File: src/capture_pkg.sv
// Constants for the input capture channel: register map, fields, reset values, codes
package capture_pkg;
   // Register byte offsets on the APB bus
   localparam logic [7:0] CTRL_ONE_OFFSET = 8'h00;
   localparam logic [7:0] CTRL_TWO_OFFSET = 8'h04;
   localparam logic [7:0] BUF_DATA_OFFSET = 8'h08;
   localparam logic [7:0] TIMER_OFFSET = 8'h0c;
   // Control one field positions
   localparam int IDLE_STOP_POS = 13;
   localparam int TSEL_POS = 10;
   localparam int CPI_POS = 5;
   localparam int OVF_POS = 4;
   localparam int BNE_POS = 3;
   localparam int MODE_POS = 0;
   // Control two field positions
   localparam int CASCADE_POS = 8;
   localparam int TRIG_OP_POS = 7;
   localparam int TRIG_STAT_POS = 6;
   localparam int SYNC_POS = 0;
   // Reset values
   localparam logic [2:0] TSEL_RESET = 3'h0;
   localparam logic [1:0] CPI_RESET = 2'h0;
   localparam logic [2:0] MODE_RESET = 3'h0;
   localparam logic [4:0] SYNC_RESET = 5'h0d;
   // Capture mode codes
   localparam logic [2:0] MODE_OFF = 3'h0;
   localparam logic [2:0] MODE_BOTH = 3'h1;
   localparam logic [2:0] MODE_FALL = 3'h2;
   localparam logic [2:0] MODE_RISE = 3'h3;
   localparam logic [2:0] MODE_RISE4 = 3'h4;
   localparam logic [2:0] MODE_RISE16 = 3'h5;
   localparam logic [2:0] MODE_UNUSED = 3'h6;
   localparam logic [2:0] MODE_WAKE = 3'h7;
   // Prescaler edge counts
   localparam logic [3:0] PRESCALE_4_LAST = 4'h3;
   localparam logic [3:0] PRESCALE_16_LAST = 4'hf;
   // Timer clock select codes
   localparam logic [2:0] TSEL_T3 = 3'h0;
   localparam logic [2:0] TSEL_T2 = 3'h1;
   localparam logic [2:0] TSEL_T4 = 3'h2;
   localparam logic [2:0] TSEL_T5 = 3'h3;
   localparam logic [2:0] TSEL_T1 = 3'h4;
   localparam logic [2:0] TSEL_PCLK = 3'h7;
   // Positions of timer ticks in the tick input vector
   localparam int TICK_T1 = 0;
   localparam int TICK_T2 = 1;
   localparam int TICK_T3 = 2;
   localparam int TICK_T4 = 3;
   localparam int TICK_T5 = 4;
   // Source select codes that name no source
   localparam logic [4:0] SRC_NONE_LO = 5'h00;
   localparam logic [4:0] SRC_NONE_HI = 5'h1f;
   // Buffer depth
   localparam int BUF_DEPTH = 4;
endpackage

File: src/capture_buffer.sv
// Capture value buffer with push, pop, full and empty
module capture_buffer #(
   parameter int WIDTH = 16,
   parameter int DEPTH = 4
) (
   // Clock and reset
   input wire logic i_ref_clk,
   input wire logic i_reset,
   // Write and read side
   input wire logic i_push,
   input wire logic [WIDTH-1:0] i_data,
   input wire logic i_pop,
   input wire logic i_flush,
   output logic [WIDTH-1:0] o_data,
   output logic o_full,
   output logic o_empty
);
   localparam int AW = (DEPTH > 1) ? $clog2(DEPTH) : 1;

   logic [WIDTH-1:0] mem_q [DEPTH];
   logic [AW-1:0] wr_q;
   logic [AW-1:0] rd_q;
   logic [AW:0] count_q;
   logic do_push;
   logic do_pop;

   // Push refused when full, pop refused when empty
   assign do_push = i_push && !o_full;
   assign do_pop = i_pop && !o_empty;
   assign o_full = (count_q == (AW+1)'(DEPTH));
   assign o_empty = (count_q == '0);
   assign o_data = mem_q[rd_q];

   // Storage
   always_ff @(posedge i_ref_clk) begin
      if (do_push) begin
         mem_q[wr_q] <= i_data;
      end
   end

   // Pointers and fill count
   always_ff @(posedge i_ref_clk) begin
      if (i_reset || i_flush) begin
         wr_q <= '0;
         rd_q <= '0;
         count_q <= '0;
      end else begin
         if (do_push) begin
            wr_q <= (wr_q == AW'(DEPTH - 1)) ? '0 : wr_q + 1'b1;
         end
         if (do_pop) begin
            rd_q <= (rd_q == AW'(DEPTH - 1)) ? '0 : rd_q + 1'b1;
         end
         if (do_push && !do_pop) begin
            count_q <= count_q + 1'b1;
         end else if (do_pop && !do_push) begin
            count_q <= count_q - 1'b1;
         end
      end
   end
endmodule

File: src/input_capture_channel.sv
// Input capture channel: edge detect, capture timer, buffer and APB registers
// Overview of operation
// - Idle-stop bit halts channel during Idle
// - Clock select picks the timer tick
// - Interrupt every one to four captures
// - Count ignored in both-edge and wake modes
// - Overflow flag set when buffer overflows
// - Not-empty flag shows unread captures
// - Mode 111: rising-edge wake pin only
// - Prescaler modes: every 4th or 16th rise
// - Simple modes: every rise or fall
// - Mode 001 captures on both edges
// - Modes 000 and 110 disable channel
// - Cascade bit joins odd and even channels
// - Cascade needs bit set in both channels
// - Trigger-select picks trigger or sync operation
// - Trigger status shows running, else timer zero
// - Source sets status; software reads, sets, clears
// - Source select resets to timer three
// - Source codes map to fixed modules
// - Buffer holds four captured values
module input_capture_channel #(
   parameter int TIMER_WIDTH = 16,
   parameter int DEPTH = capture_pkg::BUF_DEPTH,
   parameter bit IS_ODD = 1'b0
) (
   // Clock and reset
   input wire logic i_ref_clk,
   input wire logic i_reset,
   // APB slave
   input wire logic i_psel,
   input wire logic i_penable,
   input wire logic i_pwrite,
   input wire logic [7:0] i_paddr,
   input wire logic [31:0] i_pwdata,
   output logic [31:0] o_prdata,
   output logic o_pready,
   output logic o_pslverr,
   // Capture pin and power modes
   input wire logic i_capture_pin,
   input wire logic i_idle_mode,
   input wire logic i_sleep_mode,
   // Timer tick enables, bit 0 timer one up to bit 4 timer five
   input wire logic [4:0] i_timer_tick,
   // Sync and trigger source pulses, indexed by source code
   input wire logic [31:0] i_sync_source,
   // Cascade partner
   input wire logic i_partner_cascade,
   input wire logic i_partner_carry,
   input wire logic i_partner_capture,
   output logic o_cascade_bit,
   output logic o_timer_carry,
   output logic o_capture_event,
   // Channel events
   output logic o_capture_int,
   output logic o_wake
);
   localparam logic [TIMER_WIDTH-1:0] TIMER_MAX = '1;

   // Control fields
   logic idle_stop_bit_q;
   logic [2:0] timer_clock_select_q;
   logic [1:0] captures_per_interrupt_q;
   logic [2:0] capture_mode_field_q;
   logic cascade_enable_bit_q;
   logic trigger_operation_select_q;
   logic trigger_status_bit_q;
   logic [4:0] sync_trigger_source_select_q;
   logic buffer_overflow_flag_q;
   // Datapath state
   logic [TIMER_WIDTH-1:0] capture_timer_q;
   logic pin_q;
   logic [3:0] prescale_q;
   logic [1:0] int_count_q;
   // Decoded strobes
   logic bus_done;
   logic bus_write;
   logic bus_read;
   logic wr_ctrl_one;
   logic wr_ctrl_two;
   logic rd_data;
   logic mode_on;
   logic running;
   logic cascade_active;
   logic tick;
   logic source_pulse;
   logic rise;
   logic fall;
   logic edge_event;
   logic capture;
   logic buf_full;
   logic buf_empty;
   logic [TIMER_WIDTH-1:0] buf_data;
   logic [31:0] ctrl_one_word;
   logic [31:0] ctrl_two_word;

   // Timer tick chosen by the clock select code; reserved codes give none
   function automatic logic pick_tick(input logic [2:0] sel, input logic [4:0] ticks);
      logic t;
      t = 1'b0;
      unique case (sel)
         capture_pkg::TSEL_PCLK: t = 1'b1;
         capture_pkg::TSEL_T1: t = ticks[capture_pkg::TICK_T1];
         capture_pkg::TSEL_T5: t = ticks[capture_pkg::TICK_T5];
         capture_pkg::TSEL_T4: t = ticks[capture_pkg::TICK_T4];
         capture_pkg::TSEL_T2: t = ticks[capture_pkg::TICK_T2];
         capture_pkg::TSEL_T3: t = ticks[capture_pkg::TICK_T3];
         default: t = 1'b0;
      endcase
      return t;
   endfunction

   // Source codes that name a real module
   function automatic logic source_valid(input logic [4:0] code);
      return (code >= 5'h01 && code <= 5'h04) || (code >= 5'h0a && code <= 5'h13) ||
         (code >= 5'h18 && code <= 5'h1c);
   endfunction

   // APB handshake: access answered one cycle after the first access edge
   assign bus_done = i_psel && i_penable && o_pready;
   assign bus_write = bus_done && i_pwrite && !o_pslverr;
   assign bus_read = bus_done && !i_pwrite && !o_pslverr;
   assign wr_ctrl_one = bus_write && (i_paddr == capture_pkg::CTRL_ONE_OFFSET);
   assign wr_ctrl_two = bus_write && (i_paddr == capture_pkg::CTRL_TWO_OFFSET);
   assign rd_data = bus_read && (i_paddr == capture_pkg::BUF_DATA_OFFSET);

   // Mode decode
   assign mode_on = (capture_mode_field_q != capture_pkg::MODE_OFF) &&
      (capture_mode_field_q != capture_pkg::MODE_UNUSED) &&
      (capture_mode_field_q != capture_pkg::MODE_WAKE);
   assign running = mode_on && !(idle_stop_bit_q && i_idle_mode);
   assign cascade_active = cascade_enable_bit_q && i_partner_cascade;
   assign source_pulse = source_valid(sync_trigger_source_select_q) &&
      i_sync_source[sync_trigger_source_select_q];
   assign tick = running && (cascade_active && IS_ODD ? i_partner_carry :
      pick_tick(timer_clock_select_q, i_timer_tick));

   // Edge detection on the pin
   assign rise = i_capture_pin && !pin_q;
   assign fall = !i_capture_pin && pin_q;
   always_comb begin
      edge_event = 1'b0;
      unique case (capture_mode_field_q)
         capture_pkg::MODE_BOTH: edge_event = rise || fall;
         capture_pkg::MODE_FALL: edge_event = fall;
         capture_pkg::MODE_RISE: edge_event = rise;
         capture_pkg::MODE_RISE4: edge_event = rise &&
            (prescale_q[1:0] == capture_pkg::PRESCALE_4_LAST[1:0]);
         capture_pkg::MODE_RISE16: edge_event = rise &&
            (prescale_q == capture_pkg::PRESCALE_16_LAST);
         default: edge_event = 1'b0;
      endcase
   end
   // Odd half of a cascade takes its event from the even half
   assign capture = running &&
      ((cascade_active && IS_ODD) ? i_partner_capture : edge_event);

   // Pin history
   always_ff @(posedge i_ref_clk) begin
      if (i_reset) begin
         pin_q <= 1'b0;
      end else begin
         pin_q <= i_capture_pin;
      end
   end

   // Prescaler counts rising edges while running
   always_ff @(posedge i_ref_clk) begin
      if (i_reset || !running) begin
         prescale_q <= '0;
      end else if (rise) begin
         prescale_q <= prescale_q + 4'h1;
      end
   end

   // Capture timer: held clear until triggered, reset by sync pulses
   always_ff @(posedge i_ref_clk) begin
      if (i_reset || !mode_on) begin
         capture_timer_q <= '0;
      end else if (trigger_operation_select_q && !trigger_status_bit_q) begin
         capture_timer_q <= '0;
      end else if (!trigger_operation_select_q && source_pulse) begin
         capture_timer_q <= '0;
      end else if (tick) begin
         capture_timer_q <= capture_timer_q + 1'b1;
      end
   end

   // Carry to the odd half of a cascade
   always_ff @(posedge i_ref_clk) begin
      if (i_reset) begin
         o_timer_carry <= 1'b0;
      end else begin
         o_timer_carry <= tick && (capture_timer_q == TIMER_MAX) &&
            !(trigger_operation_select_q && !trigger_status_bit_q);
      end
   end

   // Trigger status: source sets, software writes, set wins
   always_ff @(posedge i_ref_clk) begin
      if (i_reset) begin
         trigger_status_bit_q <= 1'b0;
      end else if (trigger_operation_select_q && source_pulse && mode_on) begin
         trigger_status_bit_q <= 1'b1;
      end else if (wr_ctrl_two) begin
         trigger_status_bit_q <= i_pwdata[capture_pkg::TRIG_STAT_POS];
      end
   end

   // Capture buffer
   capture_buffer #(
      .WIDTH(TIMER_WIDTH),
      .DEPTH(DEPTH)
   ) capture_buffer_i (
      .i_ref_clk(i_ref_clk),
      .i_reset(i_reset),
      .i_push(capture && !buffer_overflow_flag_q),
      .i_data(capture_timer_q),
      .i_pop(rd_data),
      .i_flush(!mode_on),
      .o_data(buf_data),
      .o_full(buf_full),
      .o_empty(buf_empty)
   );

   // Overflow: set on capture into a full buffer, cleared once drained
   always_ff @(posedge i_ref_clk) begin
      if (i_reset) begin
         buffer_overflow_flag_q <= 1'b0;
      end else if (capture && buf_full) begin
         buffer_overflow_flag_q <= 1'b1;
      end else if (buf_empty || !mode_on) begin
         buffer_overflow_flag_q <= 1'b0;
      end
   end

   // Captures-per-interrupt counter
   always_ff @(posedge i_ref_clk) begin
      if (i_reset || !running) begin
         int_count_q <= '0;
      end else if (capture) begin
         if (capture_mode_field_q == capture_pkg::MODE_BOTH ||
               int_count_q == captures_per_interrupt_q) begin
            int_count_q <= '0;
         end else begin
            int_count_q <= int_count_q + 2'h1;
         end
      end
   end

   // Capture interrupt and event pulses
   always_ff @(posedge i_ref_clk) begin
      if (i_reset) begin
         o_capture_int <= 1'b0;
         o_capture_event <= 1'b0;
      end else begin
         o_capture_int <= capture && (capture_mode_field_q == capture_pkg::MODE_BOTH ||
            int_count_q == captures_per_interrupt_q);
         o_capture_event <= capture;
      end
   end

   // Wake pulse on rising edge during Sleep or Idle
   always_ff @(posedge i_ref_clk) begin
      if (i_reset) begin
         o_wake <= 1'b0;
      end else begin
         o_wake <= (capture_mode_field_q == capture_pkg::MODE_WAKE) && rise &&
            (i_sleep_mode || i_idle_mode);
      end
   end

   // Control one writable fields
   always_ff @(posedge i_ref_clk) begin
      if (i_reset) begin
         idle_stop_bit_q <= 1'b0;
         timer_clock_select_q <= capture_pkg::TSEL_RESET;
         captures_per_interrupt_q <= capture_pkg::CPI_RESET;
         capture_mode_field_q <= capture_pkg::MODE_RESET;
      end else if (wr_ctrl_one) begin
         idle_stop_bit_q <= i_pwdata[capture_pkg::IDLE_STOP_POS];
         timer_clock_select_q <= i_pwdata[capture_pkg::TSEL_POS +: 3];
         captures_per_interrupt_q <= i_pwdata[capture_pkg::CPI_POS +: 2];
         capture_mode_field_q <= i_pwdata[capture_pkg::MODE_POS +: 3];
      end
   end

   // Control two writable fields
   always_ff @(posedge i_ref_clk) begin
      if (i_reset) begin
         cascade_enable_bit_q <= 1'b0;
         trigger_operation_select_q <= 1'b0;
         sync_trigger_source_select_q <= capture_pkg::SYNC_RESET;
      end else if (wr_ctrl_two) begin
         cascade_enable_bit_q <= i_pwdata[capture_pkg::CASCADE_POS];
         trigger_operation_select_q <= i_pwdata[capture_pkg::TRIG_OP_POS];
         sync_trigger_source_select_q <= i_pwdata[capture_pkg::SYNC_POS +: 5];
      end
   end

   // Cascade bit shown to the partner channel
   always_ff @(posedge i_ref_clk) begin
      if (i_reset) begin
         o_cascade_bit <= 1'b0;
      end else begin
         o_cascade_bit <= cascade_enable_bit_q;
      end
   end

   // Read words
   always_comb begin
      ctrl_one_word = '0;
      ctrl_one_word[capture_pkg::IDLE_STOP_POS] = idle_stop_bit_q;
      ctrl_one_word[capture_pkg::TSEL_POS +: 3] = timer_clock_select_q;
      ctrl_one_word[capture_pkg::CPI_POS +: 2] = captures_per_interrupt_q;
      ctrl_one_word[capture_pkg::OVF_POS] = buffer_overflow_flag_q;
      ctrl_one_word[capture_pkg::BNE_POS] = !buf_empty;
      ctrl_one_word[capture_pkg::MODE_POS +: 3] = capture_mode_field_q;
      ctrl_two_word = '0;
      ctrl_two_word[capture_pkg::CASCADE_POS] = cascade_enable_bit_q;
      ctrl_two_word[capture_pkg::TRIG_OP_POS] = trigger_operation_select_q;
      ctrl_two_word[capture_pkg::TRIG_STAT_POS] = trigger_status_bit_q;
      ctrl_two_word[capture_pkg::SYNC_POS +: 5] = sync_trigger_source_select_q;
   end

   // APB answer: ready one cycle into the access phase, error on unmapped address
   always_ff @(posedge i_ref_clk) begin
      if (i_reset) begin
         o_pready <= 1'b0;
         o_pslverr <= 1'b0;
         o_prdata <= '0;
      end else if (i_psel && i_penable && !o_pready) begin
         o_pready <= 1'b1;
         o_pslverr <= 1'b0;
         o_prdata <= '0;
         unique case (i_paddr)
            capture_pkg::CTRL_ONE_OFFSET: o_prdata <= ctrl_one_word;
            capture_pkg::CTRL_TWO_OFFSET: o_prdata <= ctrl_two_word;
            capture_pkg::BUF_DATA_OFFSET: o_prdata <= 32'(buf_data);
            capture_pkg::TIMER_OFFSET: o_prdata <= 32'(capture_timer_q);
            default: o_pslverr <= 1'b1;
         endcase
      end else begin
         o_pready <= 1'b0;
         o_pslverr <= 1'b0;
         o_prdata <= '0;
      end
   end
endmodule

File: config.mk
export PLATFORM = sky130hd
export DESIGN_NAME = input_capture_channel
export DESIGN_NICKNAME = d
export VERILOG_FILES = /design/src/capture_pkg.sv /design/src/capture_buffer.sv /design/src/input_capture_channel.sv
export SDC_FILE = /design/constraint.sdc
export NUM_CORES = 1
export LEC_CHECK = 0
export BUFFER_PORTS_ARGS = -buffer_cell sky130_fd_sc_hd__buf_2
export CORE_MARGIN = 8
export CORE_UTILIZATION = 55
export DETAILED_ROUTE_END_ITERATION = 10
export GPL_ROUTABILITY_DRIVEN = 0
export HOLD_SLACK_MARGIN = 0.1
export PLACE_DENSITY_LB_ADDON = 0.1
export SETUP_SLACK_MARGIN = 0.15
export SYNTH_ARGS = -nofsm -noshare
export SYNTH_HDL_FRONTEND = slang
export SYNTH_SLANG_ARGS = --single-unit
File: constraint.sdc
create_clock -name i_ref_clk -period 3.7 [get_ports i_ref_clk]
set_input_delay 0.185 -clock i_ref_clk [delete_from_list [all_inputs] [get_ports i_ref_clk]]
set_output_delay 0.185 -clock i_ref_clk [all_outputs]
set_load 0.01 [all_outputs]
After elaboration in Yosys (flattened, before gate mapping)
Memory sizes are Yosys's and may differ from the RTL's. A register that Yosys moved wholly into a read port is not among the register bits.
Index checks and enable logic that the tools add are counted.
{"block": "op_classes", "n_reduce_logical": 73, "order_cmp": 7, "mux": 20, "eq_ne": 23, "addsub": 7, "n_bitwise": 1}
{"cell": "16-bit one-hot mux with 4 select lines", "count": 1}
{"cell": "1-bit logical AND", "count": 39}
{"cell": "3-bit == test, second input constant", "count": 6}
{"cell": "16-bit by 1-bit adder with 16-bit output, second input constant", "count": 1}
{"cell": "16-bit == test, second input constant", "count": 1}
{"cell": "8-bit by 4-bit == test with 1-bit output, second input constant", "count": 2}
{"cell": "1-bit zero test", "count": 16}
{"cell": "3-bit by 2-bit == test with 1-bit output, second input constant", "count": 4}
{"cell": "5-bit less-or-equal comparator, second input constant", "count": 2}
{"cell": "2-bit two-way mux", "count": 5}
{"cell": "1-bit two-way mux", "count": 9}
{"cell": "8-bit by 3-bit == test with 1-bit output, second input constant", "count": 1}
{"cell": "8-bit zero test", "count": 1}
{"cell": "1-bit logical OR", "count": 8}
{"cell": "2-bit by 1-bit adder with 2-bit output, second input constant", "count": 3}
{"cell": "2-bit == test, second input constant", "count": 3}
{"cell": "3-bit by 1-bit == test with 1-bit output, second input constant", "count": 2}
{"cell": "3-bit zero test", "count": 2}
{"cell": "5-bit by 6-bit less-than comparator with 1-bit output, second input constant", "count": 1}
{"cell": "3-bit two-way mux", "count": 2}
{"cell": "3-bit != test, second input constant", "count": 2}
{"cell": "1-bit one-hot mux with 6 select lines", "count": 1}
{"cell": "2-bit nonzero test", "count": 3}
{"cell": "1-bit binary-select mux with 5-bit select", "count": 1}
{"cell": "15 further kinds", "count": 15}
{"block": "totals", "output_inout_bits": 39, "ram_bits": 64, "mem_count": 1, "reg_bits": 87}
{"memory": "capture_buffer_i.mem_q", "words": 4, "width": 16, "read_ports": 1, "rd_ports_with_merged_regs": 1, "wr": 1, "line": "capture_buffer.sv:20", "rtl": "logic [WIDTH-1:0] mem_q [DEPTH];"}

Depth between registers and ports, before layout
Gate-level depths: netlist (run 1).
{"block": "depth", "depth_word": 11, "ltp_mapped": 12}

Modules after synthesis
Synthesis (run 1) repeated with hierarchy kept, for this count alone.
{"block": "unflattened", "hier_cells": 495, "area_unflattened_um2": 6163.4}
{"mod": "input_capture_channel", "cells_per_inst": 360, "seq_area_each_um2": 1281.2, "area_per_inst_um2": 3362.0, "instances": 1}
{"mod": "capture_buffer", "cells_per_inst": 135, "seq_area_each_um2": 2102.0, "area_per_inst_um2": 2801.4, "instances": 1}

Least setup slack after synthesis (run 1)
No wires, ideal clock.
{"block": "synth_timing", "path_kind": "reg2reg", "startpoint": "reg pin_q", "endpoint": "reg capture_buffer_i.count_q[2]", "period_less_slack_ns": 2.935, "path_stages_with_launch": 12, "arrival_ns": 2.865, "setup_slack_ns": 0.765, "path_buffers": 0, "path_cell_list": "dfxtp_1 > ha_1 > or3b_1 > a21oi_1 > a21oi_1 > a2111oi_2 > ha_1 > inv_1 > fa_1 > xor2_1 > or3_1 > a21oi_1"}
{"block": "synth_via", "elab_chain_len": 10, "elab_cells_between_ends": 15, "cone_classes": "2 x mux; 13 x reduce/logical"}
{"item": "start: declaration", "line": "input_capture_channel.sv:72", "rtl": "logic pin_q;"}
{"item": "start signal: assignment", "line": "input_capture_channel.sv:163", "rtl": "pin_q <= i_capture_pin;"}
{"item": "1-bit zero test", "line": "input_capture_channel.sv:139", "rtl": "assign rise = i_capture_pin && !pin_q;"}
{"item": "1-bit logical AND", "line": "input_capture_channel.sv:139"}
{"item": "1-bit logical AND, or another cell as far along", "line": "input_capture_channel.sv:149", "rtl": "capture_pkg::MODE_RISE16: edge_event = rise &&"}
{"item": "1-bit one-hot mux with 5 select lines (*)", "line": "input_capture_channel.sv:143", "rtl": "unique case (capture_mode_field_q)"}
{"item": "1-bit logical AND (*)", "line": "input_capture_channel.sv:155", "rtl": "assign capture = running &&"}
{"item": "1-bit logical AND (*)", "line": "input_capture_channel.sv:217", "rtl": ".i_push(capture && !buffer_overflow_flag_q),"}
{"item": "1-bit logical AND (*)", "line": "capture_buffer.sv:28", "rtl": "assign do_push = i_push && !o_full;"}
{"item": "via capture_buffer_i.do_push", "line": "capture_buffer.sv:24", "rtl": "logic do_push;"}
{"item": "1-bit zero test", "line": "capture_buffer.sv:56", "rtl": "end else if (do_pop && !do_push) begin"}
{"item": "1-bit logical AND", "line": "capture_buffer.sv:56"}
{"item": "2-bit nonzero test (no line)"}
{"item": "end signal: assignment", "line": "capture_buffer.sv:55", "rtl": "count_q <= count_q + 1'b1;"}
{"item": "end signal: assignment", "line": "capture_buffer.sv:57", "rtl": "count_q <= count_q - 1'b1;"}
{"item": "end: declaration", "line": "capture_buffer.sv:23", "rtl": "logic [AW:0] count_q;"}
Mark *: on every way through the listed nets, which the timed path passes. The rest lies on a longest branch.
A chain may end at the register's enable or synchronous reset.

Worst setup path after layout (run 1)
{"block": "layout_timing", "startpoint": "in i_paddr[4]", "endpoint": "reg sync_trigger_source_select_q[4]"}
{"block": "layout_via", "elab_chain_len": 2}
{"item": "start: declaration", "line": "input_capture_channel.sv:34", "rtl": "input wire logic [7:0] i_paddr,"}
{"item": "8-bit by 3-bit == test with 1-bit output", "line": "input_capture_channel.sv:124", "rtl": "assign wr_ctrl_two = bus_write && (i_paddr == capture_pkg::CTRL_TWO_OFFSET);"}
{"item": "1-bit logical AND", "line": "input_capture_channel.sv:124"}
{"item": "end signal: assignment", "line": "input_capture_channel.sv:293", "rtl": "sync_trigger_source_select_q <= capture_pkg::SYNC_RESET;"}
{"item": "end signal: assignment", "line": "input_capture_channel.sv:297", "rtl": "sync_trigger_source_select_q <= i_pwdata[capture_pkg::SYNC_POS +: 5];"}
{"item": "end: declaration", "line": "input_capture_channel.sv:68", "rtl": "logic [4:0] sync_trigger_source_select_q;"}
Every way passes these cells.

==> summary.md, run 1 <==
| Metric | Value |
|---|---|
| CP top delay family | `buffers and inverters` |
| Fillers | `824` |
| Synthesized flop and latch total | `137` |
| Yosys warnings | `0` |
| Clk buf depth | `2` |
| # diodes | `0` |
| DR vias/cell | `5.531` |
| DR pass1 iterations | `5` |
| Pre-CTS setup slack | `~0.73 ns` |
| Final-report max-slew violation count | `0` |
| Vias in the first global route | `between 4000 and 5000` |
| Post-synth ARST share | `0` |
| Initial Util | `0.5612` |
| CP most frequent cell | `dlygate4sd3_1` |
| Synth top area share | `0.3159` |
| Peak supply drop | `0.0003788 V` |
| Synth Flop Type | `dfxtp_1` |
| Die Ht | `121.2 um` |
| Reg power frac | `0.473` |
| Synthesized area | `0.006083 mm2` |
| Relative slew slack | `0.1430` |
| First-pass GRT wire length | `23340 um` |
| Pwr Total | `3.329 mW` |
| Pleak | `2.898 nW` |
| Die area | `0.01468 mm2` |
| Pint | `roughly 2.6 mW` |
| Gate Count Post-Synth | `514` |
| Clock skew | `between 0.01 and 0.015 ns` |
| Worst setup SP type | `primary input` |
| Multi-input gate area | `0.002480 mm2` |
| Hold Path Class | `primary input to flip-flop` |
| GRT Residual Overflow | `0` |
| Total CTS buffers | `17` |
| RSZ-0062 raised after global routing | `no` |
| WP data required | `4.12 ns` |
| Worst-path clk slew | `0.06 ns` |
| Setup CP Type | `primary input to flip-flop` |
| Outcome | `finished, final reports clean` |
| Syn Area/Cell | `11.84 um2` |
| TNS Setup | `0 ns` |
| Reg area | `0.003383 mm2` |
| Cell taking the most area after synthesis | `edfxtp_1` |
| IO buf count | `88` |
| Root Driver | `clkbuf_8` |
| Area Growth Syn to Fin | `22.19%` |
| Crit-path max cell delay | `0.58 ns` |
| Count leader, synth | `dfxtp_1` |
| Largest net degree at the start of global routing | `25` |
| Commonest cells post-synth | `73 x dfxtp_1, 64 x edfxtp_1, 62 x nor2_1` |
| Cells along the critical path | `dlygate4sd3_1, buf_2, nor2_1, dlygate4sd3_1, nand2_1, nor3b_2, and3_1, mux2i_1, nor2_1, dlygate4sd3_1` |
| # rows | `38` |
| Remaining DRCs | `0` |
| DRT iter0 DRCs | `313` |
| Core region area | `approximately 0.011 mm2` |
| Sequential area share after synthesis | `0.5561` |
| Final nets | `728` |
| FMAX | `317.0 MHz` |
| Util after Layout | `0.6857` |
| Setup violations, final | `0` |
| Via count | `4325` |
| Clk pwr share | `0.495` |
| Routed WL per cell | `18.89 um` |
| CP Max Fanout | `11` |
| TritonCTS clock tree | `yes` |
| Buf/Inv on CP | `4` |
| ANT nets after route | `0` |
| Post-synth EDFFs | `64` |
| Largest cells by area after synthesis | `edfxtp_1 32%, dfxtp_1 24%, mux2i_1 8.1%` |
| Final Cycle Share | `0.8526` |
| Hold Fails Final Rpt | `0` |
| Fin crit period | `3.155 ns` |
| Insertion delay to the later sink of the worst-skew pair | `0.53 ns` |
| Arr. time, crit path | `~3.6 ns` |
| CTS Sinks | `137` |
| Power Density | `around 450 mW/mm2` |
| IO Pins | `127` |
| Switching power | `approximately 730 uW` |
| Worst path slowest cell | `and3_1` |
| Post-DP HPWL | `slightly below 10000 um` |
| Post-synth cell types | `53` |
| Worst setup margin | `between 0.5 and 0.6 ns` |
| Initial antenna violation count | `0` |
| Fraction of layout cells with a size suffix above 1 | `0.2290` |
| Global-route usage over all layers | `0.2077` |
| Worst Tran Pin Value | `~1.3 ns` |
| Gate power share | `0.032` |
| Worst Setup End Kind | `flip-flop` |
| Die W | `121.2 um` |
| Max Cap Violations | `0` |
| Switching share of total power | `0.2202` |
| H-tree depth | `4` |
| WL final | `14770 um` |
final cells by class:
class                   instances  share of cell area
flip-flops and latches        137              0.4551
multi-input cells             338              0.3336
repair buffers                123              0.1040
clock buffers                  17             0.05571
well taps                     140             0.02357
clock inverters                15             0.02188
inverters                      12            0.006060
worst paths after layout:
kind                            slack [ns]                                            to                                 start  cells past startpoint
worst min register to register        0.50                           o_pready$_SDFF_PP0_                   o_pready$_SDFF_PP0_                      1
worst max-delay path                  0.55  sync_trigger_source_select_q[4]$_SDFFE_PP0P_                            i_paddr[4]                     10
worst max register to register        0.74      capture_buffer_i.count_q[2]$_SDFFE_PP0P_  capture_mode_field_q[1]$_SDFFE_PP0P_                     10
worst min-delay path                  0.12                          o_pslverr$_SDFF_PP0_                            i_paddr[7]                      4
sequential cells by signal, summed over array words and instances, names as in the netlist, 2 cells and up, named ones only:
name,flops
capture_mode_field_q,3
sync_trigger_source_select_q,5
capture_buffer_i.mem_q,64
prescale_q,4
int_count_q,2
timer_clock_select_q,3
capture_timer_q,16
o_prdata,16
captures_per_interrupt_q,2
capture_buffer_i.wr_q,2
capture_buffer_i.rd_q,2
capture_buffer_i.count_q,3
layout by cell type, fill, tap and decap left out, types with 6 or more instances in the layout:
cell,count
a21oi_1,17
a221oi_1,6
a22oi_1,7
and2_1,9
buf_2,88
buf_4,7
clkbuf_16,16
conb_1,16
dfxtp_1,73
dlygate4sd3_1,28
edfxtp_1,64
ha_1,10
inv_1,12
mux2i_1,49
mux4_2,16
nand2_1,19
nand3_1,14
nand4_1,10
nor2_1,62
nor2b_1,7
nor3_1,25
xor2_1,17
metal layers:
layer	vias to the layer above	share of wire	track usage	wire length, um
li1	2085	-	-	-
met1	2084	0.42	0.2533	6143
met2	148	0.49	0.3402	7291
met3	8	0.083	0.06375	1230
met4	0	0.0073	0.07710	108
met5	-	0	0	0
worst min-delay path: cells and delay by family:
kind          cells  cell delay (ns)
buf+inv           1             0.09
simple gates      3             0.35
kinds of logic (layout without fill, tap and decap cells):
kind of cell / after synthesis / count (layout) / synth area share
AOI/OAI and AO/OA: 52 / 52 / 0.05903
xor gates and xnor gates: 22 / 22 / 0.03167
adders and majority gates: 11 / 11 / 0.02386
buffers and inverters: 54 / 167 / 0.04648
DFF: 137 / 137 / 0.5561
muxes: 66 / 66 / 0.1417
other: 1 / 16 / 0.0006164
and+or+nand+nor: 171 / 171 / 0.1405
per-stage QoR:
step	std cells	area (um2)	hold WS, ns
floorplan	529	6140	0.2566
global placement	722	6576	0.3963
detailed placement	722	6576	0.4007
CTS	782	7433	0.1051
global route	782	7433	0.1296
finish	782	7433	0.1239
power groups by stage:
stage / logic, mW / registers, mW / clock network (mW)
CTS: 0.106 / 1.57 / 1.67
global placement: 0.0867 / 1.61 / 0
detailed placement: 0.0881 / 1.61 / 0
finish: 0.108 / 1.57 / 1.65
global route: 0.117 / 1.57 / 1.74
floorplan: 0.0536 / 1.61 / 0
repair_timing:
item                                   CTS  global route
hold buffers                            28             0
gates resized for setup                  0             0
endpoints found under the hold margin   23             0
setup buffers                            0             0
Note: power is estimated with default switching activity, not from simulation.
==> run 2, diff against run 1 <==
==> constraint.sdc (replaced) <==
create_clock -name i_ref_clk -period 3.7 [get_ports i_ref_clk]
set_input_delay 0.37 -clock i_ref_clk [delete_from_list [all_inputs] [get_ports i_ref_clk]]
set_output_delay 0.37 -clock i_ref_clk [all_outputs]
set_load 0.01 [all_outputs]
==> run 2 against run 1 <==
Hold slack better by 0.043 ns; first-iteration DRC count down 12%; count of clock-buffer cells in the layout up 1; fmax down 0.21%; setup slack worse by 0.0066 ns; critical path type unchanged; critical endpoint is now capture_buffer_i.count_q[2]$_SDFFE_PP0P_; highest routed layer unchanged.
==> summary.md, run 2 (synthesis gave the netlist of run 1 again) <==
| Metric | Value |
|---|---|
| Peak supply drop | `0.0004526 V (was 0.0003788 V)` |
| Insertion delay to the later sink of the worst-skew pair | `0.52 ns (was 0.53 ns)` |
| Pleak | `2.867 nW (was 2.898 nW)` |
| Crit-path max cell delay | `0.52 ns (was 0.58 ns)` |
| DR pass1 iterations | `4 (was 5)` |
| RSZ-0062 raised after global routing | `no (unchanged)` |
| Fraction of layout cells with a size suffix above 1 | `0.2325 (was 0.2290)` |
| Top flop regs | `capture_buffer_i.mem_q (64), capture_timer_q (16), o_prdata (16) (unchanged)` |
| H-tree depth | `4 (unchanged)` |
| DR vias/cell | `5.443 (was 5.531)` |
| FMAX | `316.3 MHz (was 317.0 MHz)` |
| Hold_ws | `0.1667 ns (was 0.1239 ns)` |
| WP data required | `4.15 ns (was 4.12 ns)` |
| Fin cells | `768 (was 782)` |
| Remaining DRCs | `0 (unchanged)` |
| WL final | `14310 um (was 14770 um)` |
| Worst Setup End Kind | `flip-flop (unchanged)` |
| IO Pins | `127 (unchanged)` |
| Reg area | `0.003383 mm2 (unchanged)` |
| # diodes | `0 (unchanged)` |
| Largest reg by FF count | `capture_buffer_i.mem_q (unchanged)` |
| Setup Fix Bufs, Post-CTS | `0 (unchanged)` |
| Multi-input gate area | `0.002480 mm2 (unchanged)` |
| Arr. time, crit path | `3.61 ns (was 3.57 ns)` |
| CP most frequent cell | `a21oi_1 (was dlygate4sd3_1)` |
| GRT Residual Overflow | `0 (unchanged)` |
| Final nets | `714 (was 728)` |
| Vias in the first global route | `4229 (was 4283)` |
| Worst-path clk slew | `0.06 ns (about the same)` |
| First-pass GRT wire length | `22180 um (was 23340 um)` |
| Relative slew slack | `0.2096 (was 0.1430)` |
| Largest net degree at the start of global routing | `25 (unchanged)` |
| Worst Tran Pin Value | `1.178 ns (was 1.277 ns)` |
| Worst setup margin | `0.5386 ns (was 0.5452 ns)` |
| Global-route usage over all layers | `0.1985 (was 0.2077)` |
| Pre-CTS setup slack | `0.6140 ns (was 0.7329 ns)` |
| Clock skew | `0.007430 ns (was 0.01280 ns)` |
| Clk buf depth | `2 (unchanged)` |
| Post-DP HPWL | `9778 um (was 9742 um)` |
| Fin crit period | `3.161 ns (was 3.155 ns)` |
| DRT iter0 DRCs | `275 (was 313)` |
| TNS Setup | `0 ns (unchanged)` |
| Die Ht | `121.2 um (unchanged)` |
| Max Cap Violations | `0 (unchanged)` |
| Total CTS buffers | `17 (unchanged)` |
| Max reg flops | `64 (unchanged)` |
| Pwr Total | `3.475 mW (was 3.329 mW)` |
| Fillers | `829 (was 824)` |
| Worst setup SP type | `primary input (unchanged)` |
| Initial Util | `0.5612 (unchanged)` |
| Power Density | `472.6 mW/mm2 (was 447.8 mW/mm2)` |
| Die W | `121.2 um (unchanged)` |
| Setup CP Type | `primary input to flip-flop (unchanged)` |
| Final Cycle Share | `0.8544 (was 0.8526)` |
| CTS Sinks | `137 (unchanged)` |
| Via count | `4180 (was 4325)` |
| Cells along the critical path | `dlygate4sd3_1, buf_2, inv_1, ha_1, or3b_1, a21oi_1, a21oi_1, a2111oi_2, ha_1, inv_1, fa_1, xor2_1, or3_1, a21oi_1 (was dlygate4sd3_1, buf_2, nor2_1, dlygate4sd3_1, nand2_1, nor3b_2, and3_1, mux2i_1, nor2_1, dlygate4sd3_1)` |
| Die area | `0.01468 mm2 (unchanged)` |
| Hold Path Class | `primary input to flip-flop (unchanged)` |
| CP Max Fanout | `3 (was 11)` |
| Hold Fails Final Rpt | `0 (unchanged)` |
| Most frequent cells in the layout | `88 x buf_2, 73 x dfxtp_1, 64 x edfxtp_1, 62 x nor2_1, 49 x mux2i_1 (unchanged)` |
| IO buf count | `88 (unchanged)` |
| Root Driver | `clkbuf_8 (unchanged)` |
| Setup violations, final | `0 (unchanged)` |
| Final-report max-slew violation count | `0 (unchanged)` |
| Worst path slowest cell | `dlygate4sd3_1 (was and3_1)` |
| Routed WL per cell | `18.63 um (was 18.89 um)` |
| Most common cell after layout, fill and taps aside | `buf_2 (unchanged)` |
| Core region area | `0.01084 mm2 (unchanged)` |
| Area Growth Syn to Fin | `20.88% (was 22.19%)` |
| ANT nets after route | `0 (unchanged)` |
| Outcome | `finished, final reports clean (unchanged)` |
| # rows | `38 (unchanged)` |
| Initial antenna violation count | `0 (unchanged)` |
| DP Cell Count | `722 (unchanged)` |
| TritonCTS clock tree | `yes (unchanged)` |
==> run 2: where the power goes <==
part           leakage (nW)  internal (mW)  switching, mW
Sequential             1.33           1.57       0.000814
Clock                 0.313           1.17          0.632
Combinational          1.23         0.0481         0.0519
==> run 2: final timing paths <==
path | to | startpoint | slack (ns) | depth (start not counted)
min | o_pready$_SDFF_PP0_ | i_penable | 0.17 | 3
max reg2reg | capture_buffer_i.count_q[2]$_SDFFE_PP0P_ | capture_mode_field_q[1]$_SDFFE_PP0P_ | 0.76 | 9
max | capture_buffer_i.count_q[2]$_SDFFE_PP0P_ | i_capture_pin | 0.54 | 14
min reg2reg | o_pready$_SDFF_PP0_ | o_pready$_SDFF_PP0_ | 0.48 | 1
==> run 2: worst max-delay path: cells and delay by family <==
| kind | cells | cell delay [ns] |
|---|---|---|
| fa+ha+maj | 3 | 0.90 |
| compound gates | 4 | 0.76 |
| buf+inv | 4 | 0.74 |
| simple gates | 2 | 0.66 |
| xor+xnor | 1 | 0.18 |
==> run 2: final cells by class <==
cell class,instances,area share
flip-flops and latches,137,0.4601
clock inverters,14,0.02978
inverters,12,0.006126
well taps,140,0.02382
multi-input cells,338,0.3372
clock buffers,18,0.05683
repair buffers,109,0.08610
==> run 2: repair_timing <==
item                                    CTS  global route
hold buffers                             14             0
resized for setup                         0             0
hold endpoints to repair                 16             0
endpoints found under the setup margin    0             0
==> run 2: metrics by stage <==
stage / area (um2) / utilization
final: 7353 / 0.6783
after global routing: 7353 / 0.6783
after CTS: 7353 / 0.6783
after detailed placement: 6576 / 0.6066
after global placement: 6576 / 0.6066
after floorplan: 6140 / -
==> run 2: metal layers <==
metal	global-route usage	vias up	wire [um]
li1	-	2049	-
met1	0.2505	1989	6170
met2	0.3105	136	6856
met3	0.05910	6	1124
met4	0.08712	0	155
met5	0	-	0
==> run 3, diff against run 2 <==
--- a/config.mk
+++ b/config.mk
@@ -6,6 +6,7 @@
 export NUM_CORES = 1
 export LEC_CHECK = 0
 export BUFFER_PORTS_ARGS = -buffer_cell sky130_fd_sc_hd__buf_2
+export CORE_ASPECT_RATIO = 2
 export CORE_MARGIN = 8
 export CORE_UTILIZATION = 55
 export DETAILED_ROUTE_END_ITERATION = 10
==> constraint.sdc (replaced) <==
create_clock -name i_ref_clk -period 3.7 [get_ports i_ref_clk]
set_input_delay 0.185 -clock i_ref_clk [delete_from_list [all_inputs] [get_ports i_ref_clk]]
set_output_delay 0.185 -clock i_ref_clk [all_outputs]
set_load 0.01 [all_outputs]
==> run 3 against run 2 <==
Power fell by 5.0%; sequential power barely moved; wire length rose by 1.8%; non-clock buffer count did not move; clock power fell by 9%; count of clock-buffer cells in the layout did not move; sequential share of layout area rose by 0.41 points; critical path depth rose by 1; final cell count did not move; die area rose by 1.4%; via count rose by 1.3%.
==> summary.md, run 3 (synthesis gave the netlist of run 1 again) <==
| Metric | Value |
|---|---|
| Clk buf depth | `2 (unchanged)` |
| Post-cts sizing count | `0 (unchanged)` |
| Met2 usage | `0.3791 (was 0.3105)` |
| # diodes | `0 (unchanged)` |
| Pleak | `2.816 nW (was 2.867 nW)` |
| TNS Setup | `0 ns (unchanged)` |
| Crit path to | `capture_buffer_i.count_q[2]$_SDFFE_PP0P_ (unchanged)` |
| Busiest grt layer | `met2 (unchanged)` |
| Setup CP Type | `primary input to flip-flop (unchanged)` |
| Worst path slowest cell | `dlygate4sd3_1 (unchanged)` |
| Die W | `90.37 um (was 121.2 um)` |
| Final Cycle Share | `0.8417 (was 0.8544)` |
| Post-DP HPWL | `10560 um (was 9778 um)` |
| Initial Util | `0.5592 (was 0.5612)` |
| Reg2Reg Depth | `10 (was 9)` |
| Max reg flops | `64 (unchanged)` |
| Hold Path Class | `primary input to flip-flop (unchanged)` |
| Die area | `0.01489 mm2 (was 0.01468 mm2)` |
| IO buf count | `88 (unchanged)` |
| Final-report max-slew violation count | `0 (unchanged)` |
| Pwr Total | `3.300 mW (was 3.475 mW)` |
| Insertion delay to the later sink of the worst-skew pair | `0.42 ns (was 0.52 ns)` |
| Worst setup SP type | `primary input (unchanged)` |
| Most common cell after layout, fill and taps aside | `buf_2 (unchanged)` |
| DP Cell Count | `720 (was 722)` |
| Global-route usage over all layers | `0.1987 (was 0.1985)` |
| Total CTS buffers | `17 (unchanged)` |
| WL final | `14560 um (was 14310 um)` |
| H-tree depth | `4 (unchanged)` |
| Area Growth Syn to Fin | `19.81% (was 20.88%)` |
| Fin cells | `768 (unchanged)` |
| DP Area | `0.006561 mm2 (was 0.006576 mm2)` |
| Hold Path Depth | `3 (unchanged)` |
| RSZ-0062 raised after global routing | `no (unchanged)` |
| First-pass GRT wire length | `22990 um (was 22180 um)` |
| Outcome | `finished, final reports clean (unchanged)` |
| Core region area | `0.01088 mm2 (was 0.01084 mm2)` |
| Hold_ws | `0.1131 ns (was 0.1667 ns)` |
| Buf/Inv on CP | `5 (was 4)` |
| Worst setup margin | `0.5857 ns (was 0.5386 ns)` |
| CP Max Fanout | `8 (was 3)` |
| Util after Layout | `0.6700 (was 0.6783)` |
| Hold buffers post-CTS | `16 (was 14)` |
| Largest net degree at the start of global routing | `25 (unchanged)` |
| Crit-path max cell delay | `0.54 ns (was 0.52 ns)` |
| Die Ht | `164.7 um (was 121.2 um)` |
| Setup Fix Bufs, Post-CTS | `0 (unchanged)` |
| Peak supply drop | `0.0004309 V (was 0.0004526 V)` |
| CP top delay family | `buffers and inverters (was adder cells)` |
| Fraction of layout cells with a size suffix above 1 | `0.2309 (was 0.2325)` |
| IO Pins | `127 (unchanged)` |
| GRT Residual Overflow | `0 (unchanged)` |
| CTS Sinks | `137 (unchanged)` |
| Relative slew slack | `0.1890 (was 0.2096)` |
| Final instance area | `0.007288 mm2 (was 0.007353 mm2)` |
| ANT nets after route | `0 (unchanged)` |
| # rows | `54 (was 38)` |
| R2r endpoint | `capture_buffer_i.count_q[2]$_SDFFE_PP0P_ (unchanged)` |
| Reg2reg start | `capture_mode_field_q[1]$_SDFFE_PP0P_ (unchanged)` |
| Final nets | `714 (unchanged)` |
| Worst-path clk slew | `0.06 ns (about the same)` |
| Met1 Usage GRT | `0.1953 (was 0.2505)` |
| Largest reg by FF count | `capture_buffer_i.mem_q (unchanged)` |
| Worst Setup End Kind | `flip-flop (unchanged)` |
| Hold Fails Final Rpt | `0 (unchanged)` |
| Via count | `4235 (was 4180)` |
| Worst Tran Pin Value | `1.208 ns (was 1.178 ns)` |
| Root Driver | `clkbuf_16 (was clkbuf_8)` |
| DR vias/cell | `5.514 (was 5.443)` |
| Worst path depth | `15 (was 14)` |
| Most frequent cells in the layout | `88 x buf_2, 73 x dfxtp_1, 64 x edfxtp_1, 62 x nor2_1, 49 x mux2i_1 (unchanged)` |
| CP most frequent cell | `a21oi_1 (unchanged)` |
| FMAX | `321.1 MHz (was 316.3 MHz)` |
| Arr. time, crit path | `3.46 ns (was 3.61 ns)` |
| Power Density | `452.8 mW/mm2 (was 472.6 mW/mm2)` |
| Vias in the first global route | `4365 (was 4229)` |
| Routed WL per cell | `18.96 um (was 18.63 um)` |
| Cells along the critical path | `dlygate4sd3_1, buf_2, inv_1, ha_1, or3b_1, a21oi_1, a21oi_1, a2111oi_2, buf_4, ha_1, inv_1, fa_1, xor2_1, or3_1, a21oi_1 (was dlygate4sd3_1, buf_2, inv_1, ha_1, or3b_1, a21oi_1, a21oi_1, a2111oi_2, ha_1, inv_1, fa_1, xor2_1, or3_1, a21oi_1)` |
| CP Launch Point | `i_capture_pin (unchanged)` |
| Remaining DRCs | `0 (unchanged)` |
| TritonCTS clock tree | `yes (unchanged)` |
| Met3 Usage GRT | `0.05371 (was 0.05910)` |
| Clock skew | `0.01199 ns (was 0.007430 ns)` |
| Fin crit period | `3.114 ns (was 3.161 ns)` |
| Initial antenna violation count | `0 (unchanged)` |
| Reg2Reg Setup Slack | `0.71 ns (was 0.76 ns)` |
| WP data required | `4.05 ns (was 4.15 ns)` |
| Setup violations, final | `0 (unchanged)` |
| Max Cap Violations | `0 (unchanged)` |
| Top flop regs | `capture_buffer_i.mem_q (64), capture_timer_q (16), o_prdata (16) (unchanged)` |
| Pre-CTS setup slack | `0.7088 ns (was 0.6140 ns)` |
| DR pass1 iterations | `4 (unchanged)` |
| DRT iter0 DRCs | `188 (was 275)` |
==> run 3: changes by cell type in the layout (fill, tap and decap cells not counted), sizes merged <==
| cell | change |
|---|---|
| bufinv | -4 |
| clkinvlp | +4 |
| clkinv | -3 |
| inv | +3 |
| buf | -2 |
| dlygate4sd3 | +2 |
==> run 3: worst min path at each step <==
| stage | from | end | slack, ns |
|---|---|---|---|
| detailed placement | i_pwdata[3] | sync_trigger_source_select_q[3]$_SDFFE_PP1P_ | 0.41 |
| CTS | i_sleep_mode | o_wake$_SDFF_PP0_ | 0.11 |
| global placement | i_pwdata[3] | sync_trigger_source_select_q[3]$_SDFFE_PP1P_ | 0.39 |
| floorplan | i_reset | o_cascade_bit$_SDFF_PP0_ | 0.26 |
| finish | i_sleep_mode | o_wake$_SDFF_PP0_ | 0.11 |
| global route | i_sleep_mode | o_wake$_SDFF_PP0_ | 0.14 |
==> run 3: where the power goes <==
part	internal (mW)	switching, mW	total (mW)
Sequential	1.57	0.000878	1.57
Clock	0.939	0.687	1.63
Combinational	0.0494	0.0513	0.101
==> run 3: worst reg2reg max path: stages, from the launching register on <==
cell and delay [ns]:
dfxtp_1 0.55, nor3_1 0.14, a221o_1 0.39, a2111oi_2 0.36, buf_4 0.21, ha_1 0.18
inv_1 0.06, fa_1 0.38, xor2_1 0.18, or3_1 0.32, a21oi_1 0.15
==> run 3: final cells by class <==
class	count	area, um2
clock buffer	18	429.2
clock inverter	14	137.6
fill	823	3590
inverter	12	45.04
multi-input combinational	338	2480
sequential	137	3383
tap	140	175.2
timing repair buffer	109	638.1
==> run 3: per-layer routing <==
| metal | vias up | share of wire |
|---|---|---|
| met5 | - | 0 |
| met4 | 0 | 0.024 |
| met3 | 20 | 0.054 |
| met2 | 125 | 0.55 |
| met1 | 2035 | 0.37 |
| li1 | 2055 | - |
